--- config.mk ---
export PLATFORM = sky130hd
export DESIGN_NAME = comparator_control_logic
export DESIGN_NICKNAME = d
export VERILOG_FILES = /design/src/cmp_ctrl_pkg.sv /design/src/cmp_result_path.sv /design/src/comparator_control_logic.sv
export SDC_FILE = /design/constraint.sdc
export NUM_CORES = 1
export LEC_CHECK = 0
export ABC_AREA = 1
export BUFFER_PORTS_ARGS = -buffer_cell sky130_fd_sc_hd__buf_2
export CAP_MARGIN = 30
export CORE_ASPECT_RATIO = 1.75
export CORE_MARGIN = 2
export CORE_UTILIZATION = 42
export CTS_CLUSTER_SIZE = 10
export DETAILED_ROUTE_END_ITERATION = 8
export GPL_TIMING_DRIVEN = 0
export HOLD_SLACK_MARGIN = 0.12
export PLACE_DENSITY = 0.72
export SETUP_SLACK_MARGIN = 0.2
export SLEW_MARGIN = 5
export SYNTH_ARGS = -nofsm -noshare
export SYNTH_HDL_FRONTEND = slang
export SYNTH_SLANG_ARGS = --single-unit
--- constraint.sdc ---
create_clock -name CLK_SYS_IN -period 1.6 [get_ports CLK_SYS_IN]
set_clock_uncertainty 0.2 [all_clocks]
set_input_delay 0 -clock CLK_SYS_IN [delete_from_list [all_inputs] [get_ports CLK_SYS_IN]]
set_output_delay 0 -clock CLK_SYS_IN [all_outputs]
set_load 0.05 [all_outputs]
--- src/cmp_ctrl_pkg.sv ---
package cmp_ctrl_pkg;

    // Register indices; byte address is four times the index
    localparam logic [2:0] IDX_CONFIG = 3'h0;
    localparam logic [2:0] IDX_ROUTE = 3'h1;
    localparam logic [2:0] IDX_IRQEN = 3'h2;
    localparam logic [2:0] IDX_STATUS = 3'h3;
    localparam logic [2:0] IDX_RSVD_LO = 3'h4;
    localparam logic [2:0] IDX_RSVD_HI = 3'h7;

    // Field positions
    localparam int unsigned CFG_ENABLE_BIT = 7;
    localparam int unsigned CFG_PIN_EN_BIT = 6;
    localparam int unsigned CFG_POL_BIT = 5;
    localparam int unsigned CFG_FSPEED_BIT = 4;
    localparam int unsigned CFG_HYST_LSB = 2;
    localparam int unsigned CFG_MODE_LSB = 0;
    localparam int unsigned ROUTE_POS_LSB = 4;
    localparam int unsigned ROUTE_NEG_LSB = 0;
    localparam int unsigned IRQEN_BIT = 0;
    localparam int unsigned STAT_RESULT_BIT = 7;
    localparam int unsigned STAT_FLAG_BIT = 0;

    // Reset values
    localparam logic [7:0] CONFIG_RST = 8'h00;
    localparam logic [1:0] SEL_RST = 2'h0;
    localparam logic IRQEN_RST = 1'b0;
    localparam logic HELD_RST = 1'b0;

    // Timing in bus clock cycles
    localparam int unsigned SETTLE_CYCLES = 127;
    localparam int unsigned FLAG_LAG_CYCLES = 2;

    // Bus responses
    localparam logic [1:0] RESP_OKAY = 2'h0;
    localparam logic [1:0] RESP_SLVERR = 2'h2;

    typedef enum logic [1:0] {
        EDGE_NONE = 2'h0,
        EDGE_RISE = 2'h1,
        EDGE_FALL = 2'h2,
        EDGE_BOTH = 2'h3
    } edge_mode_t;

endpackage

--- src/cmp_result_path.sv ---
`timescale 1ns/1ns
module cmp_result_path
    import cmp_ctrl_pkg::*;
#(
    parameter int unsigned CNT_W = 7,
    parameter int unsigned SETTLE_CYC = SETTLE_CYCLES
)
(
    // Clock and reset
    input wire logic clk_in,
    input wire logic rst_n_in,
    // Comparator side
    input wire logic raw_in,
    input wire logic oper_in,
    // Result path
    output logic held_out,
    output logic settled_out,
    output logic rise_out,
    output logic fall_out
);

    generate
        if (SETTLE_CYC < 1 || SETTLE_CYC >= (1 << CNT_W))
        begin : g_bad_settle
            $error("SETTLE_CYC does not fit CNT_W");
        end
    endgenerate

    logic sync1_ff;
    logic sync2_ff;
    logic held_ff;
    logic d1_ff;
    logic d2_ff;
    logic d3_ff;
    logic [CNT_W-1:0] cnt_ff;
    logic [CNT_W-1:0] nxt_cnt;
    logic settled;

    assign settled = (cnt_ff == CNT_W'(SETTLE_CYC));
    assign nxt_cnt = !oper_in ? '0 : (settled ? cnt_ff : cnt_ff + 1'b1);

    always_ff @(posedge clk_in)
    begin
        if (!rst_n_in)
        begin
            sync1_ff <= 1'b0;
            sync2_ff <= 1'b0;
        end
        else
        begin
            sync1_ff <= raw_in;
            sync2_ff <= sync1_ff;
        end
    end

    always_ff @(posedge clk_in)
    begin
        if (!rst_n_in)
            cnt_ff <= '0;
        else
            cnt_ff <= nxt_cnt;
    end

    always_ff @(posedge clk_in)
    begin
        if (!rst_n_in)
            held_ff <= HELD_RST;
        else if (oper_in && settled)
            held_ff <= sync2_ff;
    end

    // Edge chain delays flag two clocks past the pin
    always_ff @(posedge clk_in)
    begin
        if (!rst_n_in)
        begin
            d1_ff <= HELD_RST;
            d2_ff <= HELD_RST;
            d3_ff <= HELD_RST;
        end
        else
        begin
            d1_ff <= held_ff;
            d2_ff <= d1_ff;
            d3_ff <= d2_ff;
        end
    end

    assign held_out = held_ff;
    assign settled_out = settled;
    assign rise_out = d2_ff && !d3_ff;
    assign fall_out = !d2_ff && d3_ff;

endmodule

--- src/comparator_control_logic.sv ---
// The AXI4-Lite register port is this design's own decision.
`timescale 1ns/1ns
module comparator_control_logic
    import cmp_ctrl_pkg::*;
#(
    parameter int unsigned ADDR_W = 12,
    parameter int unsigned SETTLE_CYC = SETTLE_CYCLES
)
(
    // Clock and reset
    input wire logic CLK_SYS_IN,
    input wire logic RST_N_IN,
    // AXI4-Lite write address and data
    input wire logic [ADDR_W-1:0] S_AXI_AWADDR_IN,
    input wire logic S_AXI_AWVALID_IN,
    output logic S_AXI_AWREADY_OUT,
    input wire logic [31:0] S_AXI_WDATA_IN,
    input wire logic [3:0] S_AXI_WSTRB_IN,
    input wire logic S_AXI_WVALID_IN,
    output logic S_AXI_WREADY_OUT,
    // AXI4-Lite write response
    output logic [1:0] S_AXI_BRESP_OUT,
    output logic S_AXI_BVALID_OUT,
    input wire logic S_AXI_BREADY_IN,
    // AXI4-Lite read
    input wire logic [ADDR_W-1:0] S_AXI_ARADDR_IN,
    input wire logic S_AXI_ARVALID_IN,
    output logic S_AXI_ARREADY_OUT,
    output logic [31:0] S_AXI_RDATA_OUT,
    output logic [1:0] S_AXI_RRESP_OUT,
    output logic S_AXI_RVALID_OUT,
    input wire logic S_AXI_RREADY_IN,
    // Analog core
    input wire logic CMP_RAW_IN,
    input wire logic STOP_MODE_IN,
    output logic CMP_POWER_OUT,
    output logic INPUT_CONNECT_OUT,
    output logic FILTER_SPEED_OUT,
    output logic [1:0] HYST_LEVEL_OUT,
    output logic [1:0] POS_INPUT_SELECT_OUT,
    output logic [1:0] NEG_INPUT_SELECT_OUT,
    // Output pin, timer link and interrupt
    output logic CMP_OUT_PIN_OUT,
    output logic CMP_OUT_PIN_OE_OUT,
    output logic TIMER_LINK_OUT,
    output logic IRQ_OUT
);

    generate
        if (ADDR_W < 6 || ADDR_W > 32)
        begin : g_bad_addr
            $error("ADDR_W must be 6 to 32");
        end
    endgenerate

    function automatic logic [2:0] reg_index(input logic [ADDR_W-1:0] a);
        reg_index = a[4:2];
    endfunction

    function automatic logic addr_mapped(input logic [ADDR_W-1:0] a);
        addr_mapped = (a[ADDR_W-1:5] == '0);
    endfunction

    logic [7:0] cfg_ff;
    logic [1:0] pos_sel_ff;
    logic [1:0] neg_sel_ff;
    logic irq_en_ff;
    logic flag_ff;
    logic oper_ff;
    logic pin_ff;
    logic irq_ff;
    logic aw_hold_ff;
    logic [ADDR_W-1:0] aw_addr_ff;
    logic w_hold_ff;
    logic [7:0] w_byte_ff;
    logic w_lane0_ff;
    logic bvalid_ff;
    logic [1:0] bresp_ff;
    logic rvalid_ff;
    logic [31:0] rdata_ff;
    logic [1:0] rresp_ff;

    logic held;
    logic settled;
    logic rise;
    logic fall;

    // Field views
    wire cfg_enable = cfg_ff[CFG_ENABLE_BIT];
    wire cfg_pol = cfg_ff[CFG_POL_BIT];
    wire edge_mode_t mode = edge_mode_t'(cfg_ff[CFG_MODE_LSB +: 2]);

    // Write channel decode
    wire aw_take = S_AXI_AWVALID_IN && !aw_hold_ff;
    wire w_take = S_AXI_WVALID_IN && !w_hold_ff;
    wire wr_fire = aw_hold_ff && w_hold_ff && !bvalid_ff;
    wire [2:0] wr_idx = reg_index(aw_addr_ff);
    wire wr_ok = addr_mapped(aw_addr_ff);
    wire wr_lane = wr_fire && wr_ok && w_lane0_ff;
    wire wr_cfg = wr_lane && (wr_idx == IDX_CONFIG);
    wire wr_route = wr_lane && (wr_idx == IDX_ROUTE);
    wire wr_irqen = wr_lane && (wr_idx == IDX_IRQEN);
    wire wr_stat = wr_lane && (wr_idx == IDX_STATUS);
    wire route_accept = wr_route && !cfg_enable;
    wire flag_clear = wr_stat && w_byte_ff[STAT_FLAG_BIT];

    // Read channel decode
    wire ar_take = S_AXI_ARVALID_IN && !rvalid_ff;
    wire [2:0] rd_idx = reg_index(S_AXI_ARADDR_IN);
    wire rd_ok = addr_mapped(S_AXI_ARADDR_IN);
    wire [7:0] route_view = (8'(pos_sel_ff) << ROUTE_POS_LSB) | (8'(neg_sel_ff) << ROUTE_NEG_LSB);
    wire [7:0] irqen_view = 8'(irq_en_ff) << IRQEN_BIT;
    wire [7:0] stat_view = (8'(held) << STAT_RESULT_BIT) | (8'(flag_ff) << STAT_FLAG_BIT);
    wire [7:0] rd_byte = !rd_ok ? 8'h00 :
        (rd_idx == IDX_CONFIG) ? cfg_ff :
        (rd_idx == IDX_ROUTE) ? route_view :
        (rd_idx == IDX_IRQEN) ? irqen_view :
        (rd_idx == IDX_STATUS) ? stat_view : 8'h00;

    wire set_event = ((mode == EDGE_RISE) && rise) || ((mode == EDGE_FALL) && fall)
        || ((mode == EDGE_BOTH) && (rise || fall));
    // Set wins over a same-cycle clear
    wire nxt_flag = set_event || (flag_ff && !flag_clear);
    wire nxt_oper = cfg_enable && !STOP_MODE_IN;
    wire nxt_pin = oper_ff ? (held ^ cfg_pol) : cfg_pol;

    always_ff @(posedge CLK_SYS_IN)
    begin
        if (!RST_N_IN)
        begin
            aw_hold_ff <= 1'b0;
            aw_addr_ff <= '0;
        end
        else if (aw_take)
        begin
            aw_hold_ff <= 1'b1;
            aw_addr_ff <= S_AXI_AWADDR_IN;
        end
        else if (wr_fire)
            aw_hold_ff <= 1'b0;
    end

    always_ff @(posedge CLK_SYS_IN)
    begin
        if (!RST_N_IN)
        begin
            w_hold_ff <= 1'b0;
            w_byte_ff <= 8'h00;
            w_lane0_ff <= 1'b0;
        end
        else if (w_take)
        begin
            w_hold_ff <= 1'b1;
            w_byte_ff <= S_AXI_WDATA_IN[7:0];
            w_lane0_ff <= S_AXI_WSTRB_IN[0];
        end
        else if (wr_fire)
            w_hold_ff <= 1'b0;
    end

    always_ff @(posedge CLK_SYS_IN)
    begin
        if (!RST_N_IN)
        begin
            bvalid_ff <= 1'b0;
            bresp_ff <= RESP_OKAY;
        end
        else if (wr_fire)
        begin
            bvalid_ff <= 1'b1;
            bresp_ff <= wr_ok ? RESP_OKAY : RESP_SLVERR;
        end
        else if (S_AXI_BREADY_IN)
            bvalid_ff <= 1'b0;
    end

    always_ff @(posedge CLK_SYS_IN)
    begin
        if (!RST_N_IN)
        begin
            rvalid_ff <= 1'b0;
            rdata_ff <= 32'h0000_0000;
            rresp_ff <= RESP_OKAY;
        end
        else if (ar_take)
        begin
            rvalid_ff <= 1'b1;
            rdata_ff <= {24'h00_0000, rd_byte};
            rresp_ff <= rd_ok ? RESP_OKAY : RESP_SLVERR;
        end
        else if (S_AXI_RREADY_IN)
            rvalid_ff <= 1'b0;
    end

    always_ff @(posedge CLK_SYS_IN)
    begin
        if (!RST_N_IN)
            cfg_ff <= CONFIG_RST;
        else if (wr_cfg)
            cfg_ff <= w_byte_ff;
    end

    always_ff @(posedge CLK_SYS_IN)
    begin
        if (!RST_N_IN)
        begin
            pos_sel_ff <= SEL_RST;
            neg_sel_ff <= SEL_RST;
        end
        else if (route_accept)
        begin
            pos_sel_ff <= w_byte_ff[ROUTE_POS_LSB +: 2];
            neg_sel_ff <= w_byte_ff[ROUTE_NEG_LSB +: 2];
        end
    end

    always_ff @(posedge CLK_SYS_IN)
    begin
        if (!RST_N_IN)
            irq_en_ff <= IRQEN_RST;
        else if (wr_irqen)
            irq_en_ff <= w_byte_ff[IRQEN_BIT];
    end

    always_ff @(posedge CLK_SYS_IN)
    begin
        if (!RST_N_IN)
        begin
            flag_ff <= 1'b0;
            oper_ff <= 1'b0;
            pin_ff <= 1'b0;
            irq_ff <= 1'b0;
        end
        else
        begin
            flag_ff <= nxt_flag;
            oper_ff <= nxt_oper;
            pin_ff <= nxt_pin;
            irq_ff <= flag_ff && irq_en_ff;
        end
    end

    cmp_result_path #(
        .CNT_W(7),
        .SETTLE_CYC(SETTLE_CYC)
    ) u_path (
        .clk_in(CLK_SYS_IN),
        .rst_n_in(RST_N_IN),
        .raw_in(CMP_RAW_IN),
        .oper_in(oper_ff),
        .held_out(held),
        .settled_out(settled),
        .rise_out(rise),
        .fall_out(fall)
    );

    assign S_AXI_AWREADY_OUT = !aw_hold_ff;
    assign S_AXI_WREADY_OUT = !w_hold_ff;
    assign S_AXI_BVALID_OUT = bvalid_ff;
    assign S_AXI_BRESP_OUT = bresp_ff;
    assign S_AXI_ARREADY_OUT = !rvalid_ff;
    assign S_AXI_RVALID_OUT = rvalid_ff;
    assign S_AXI_RDATA_OUT = rdata_ff;
    assign S_AXI_RRESP_OUT = rresp_ff;
    assign CMP_POWER_OUT = oper_ff;
    assign INPUT_CONNECT_OUT = cfg_enable;
    assign FILTER_SPEED_OUT = cfg_ff[CFG_FSPEED_BIT];
    assign HYST_LEVEL_OUT = cfg_ff[CFG_HYST_LSB +: 2];
    assign POS_INPUT_SELECT_OUT = pos_sel_ff;
    assign NEG_INPUT_SELECT_OUT = neg_sel_ff;
    assign CMP_OUT_PIN_OUT = pin_ff;
    assign CMP_OUT_PIN_OE_OUT = cfg_ff[CFG_PIN_EN_BIT];
    assign TIMER_LINK_OUT = held;
    assign IRQ_OUT = irq_ff;

    // Checks
    localparam int LAG = FLAG_LAG_CYCLES;
    logic [7:0] age_ff;

    always_ff @(posedge CLK_SYS_IN)
    begin
        if (!RST_N_IN)
            age_ff <= 8'h00;
        else if (!oper_ff)
            age_ff <= 8'h00;
        else if (age_ff != 8'hff)
            age_ff <= age_ff + 8'h01;
    end
endmodule

==> qor.yml <==
global_route:
  grt.total_usage: 0.196
  antenna_found_initial: 0
  grt_max_degree: 12
  grt_pass1_wl_um: 11200
  overflow: 0
  grt_pass1_vias: 2616
cells_and_area:
  postLayoutCoreUtil: 0.667
  fillCellCount: 566
  diodes: 0
  multi_input_area_um2: 1490
  final_cell_area_um2: 4360
  ff_latch_area_um2: 1290
  area_growth_syn_to_layout_pct: 54.7
  drive_gt1_frac: 0.391
  fin_nets: 589
power:
  vdd_drop_max_uv: 776
  p_leak_nw: 2.03
  p_per_area_nw_per_um2: 954
routing:
  vias_per_cell: 4.63
  drc: 0
  drt_iter0_drc: 121
  detail_route.wl_per_cell_um: 12.1
  vias: 2794
  drt-pass1-iter-count: 6
  ant_nets: 0
  wl_um: 7340
clock_network:
  h-tree-depth: 3
  cts.clk_slew.worst_paths_ps: 50
  cts_tree: "built"
  cts.path.max_buffers: 2
  cts_sinks: 63
  cts_buffers: 9
  clk_latency_ps: 320
  root_buffer: "clkbuf_16"
sta:
  max_clock_freq_mhz: 645
  finalSetupViolations: 0
  tightest_slew_ps: 613
  rsz0062_at_grt: "true"
  layout_min_cycle_time_ps: 1550
  hold_viol: 1
  relSlewSlack: 0.591
  fin_crit_sh: 0.969
  whs_ps: -1.76
  maxSlewViolCount: 0
synthesis:
  yosys_most_used_dff: "dfxtp_1"
  ys.warnings.count: 0
  synth_seq_cells: 63
  seq_area_frac_synth: 0.447
  syn_inst: 368
  synth_top_cells_by_count: "dfxtp_1 (63), nand2_1 (56), nor2_1 (54)"
  avgSynthCellArea_um2: 7.66
  synth_area_um2: 2820
  postSynth.asyncResetShare: 0
  yosysMostFrequentCell: "dfxtp_1"
  yosys.area.top_type: "dfxtp_1"
  synth.top_cell.area_share: 0.447
  ys_top_cells_by_area: "dfxtp_1 (45%), buf_4 (7.5%), nand2_1 (7.5%)"
  yosysUniqueCellTypes: 32
  synth_edf_count: 0
setup_path:
  cp-end-kind: "flop"
  arrival_ps: 1570
  cp_slowest_cell: "dfxtp_4"
  start_kind: "flop"
  slowest_delay_ps: 360
  crit_type: "reg -> reg"
  cp_top_family: "simple AND/OR/NAND/NOR gates"
  required_ps: 1620
  path_cells: "ha_4, nand2_4, nor2_4, nand2_2, nor2_4, nor2_4, nand2_1, nand2_1, nand3_1, inv_1"
  path_max_fanout: 6
  worst-path-buf-inv: 1
  path_common_cell: "nor2_4"
floorplan:
  io_pins: 123
  dieArea_um2: 7410
  chipHeight_um: 112
  initial_core_util: 0.431
  die_w_um: 65.9
  core_area_um2: 6540
  rows: 39
min_path:
  hp-class: "in -> reg"
placement:
  dpl.hpwl_um: 4910
  dpl_cell_area_um2: 3390
  port_buffers: 65
  place_congestion: 0.857
run_status:
  run_status: "finished, violations left"
  violations: "hold timing"
run:
  maxCapViolCount: 0
[path summary, 6_finish.rpt]
check	from	cells past startpoint	end	slack, ps
max	u_path.cnt_ff[0]	10	u_path.cnt_ff[5]	50
max reg2reg	u_path.cnt_ff[0]	10	u_path.cnt_ff[5]	50
min reg2reg	u_path.sync1_ff	2	u_path.sync2_ff	220
min	S_AXI_ARADDR_IN[9]	5	S_AXI_RDATA_OUT[5]	-2
[state kept, by name, summed over array words and instances (netlist names), 2 cells and up]
| register | cells |
|---|---|
| NEG_INPUT_SELECT_OUT | 2 |
| POS_INPUT_SELECT_OUT | 2 |
| S_AXI_RDATA_OUT | 8 |
| aw_addr_ff | 10 |
| cfg_ff | 8 |
| u_path.cnt_ff | 7 |
| w_byte_ff | 8 |
[where the power goes]
part	leakage, nW	internal [W]	switching (W)
Clock	0.143	0.00119	0.000642
Combinational	1.37	0.000240	0.000405
Sequential	0.521	0.00162	0.0000615
Total	2.03	0.00306	0.00111
[worst reg2reg max path: cells and delay by family, from the launching register on]
kind                     cells  cell delay (ps)
adder cells (fa/ha/maj)      1              150
buffers and inverters        1               40
flip-flops                   1              360
AND/OR/NAND/NOR              8              700
[routing by layer]
layer,global-route usage,part of all wire,wire length (um)
met5,0,0,0
met4,0.0966,0.027,201
met3,0.0491,0.065,480
met2,0.370,0.54,3980
met1,0.187,0.36,2680
[cells by family after synthesis]
family	count (synthesis)	synth area share
DFF	63	0.447
other	1	0.00133
adders and majority gates	3	0.0133
buffers and inverters	74	0.138
AOI/OAI and AO/OA	67	0.122
and+or+nand+nor	160	0.279
[metrics by stage]
stage	cells	worst slack (ps)	total power [W]	TNS, ps
final	604	49.5	0.00416	0
after global routing	604	-27.5	0.00433	-85.5
after CTS	596	88.7	0.00413	0
after detailed placement	540	14.1	0.00222	0
after global placement	540	58.1	0.00221	0
after floorplan	393	48.0	0.00210	0
[timing repair]
action                                  CTS  global route
endpoints found under the setup margin   39            29
hold buffers                             35             3
pin swaps                                 7            17
buffers inserted                          5             7
hold endpoints to repair                 49            16
resized for setup                        23            49
[cell type report]
class / instances / area share
Buffer: 35 / 0.0553
Clock buffer: 11 / 0.0533
Clock inverter: 5 / 0.0115
Inverter: 39 / 0.0356
Multi-Input combinational cell: 256 / 0.342
Sequential cell: 63 / 0.297
Tap cell: 82 / 0.0235
Timing Repair Buffer: 113 / 0.182
[layout by cell type, fill, tap and decap left out, drive strengths merged]
master and count:
nor3 13, dlymetal6s4s 1, bufinv 1, ha 3
nor2 62, dlygate4sd3 35, nand3 23, o21a 1
o211ai 1, clkinv 4, nand2 59, o21bai 1
a31oi 1, and2b 1, dfxtp 63, clkinvlp 1
conb 26, inv 38, buf 110, clkbuf 13
a21oi 34, nand4 2, o21ai 29
Power figures use the tool's default switching activity.
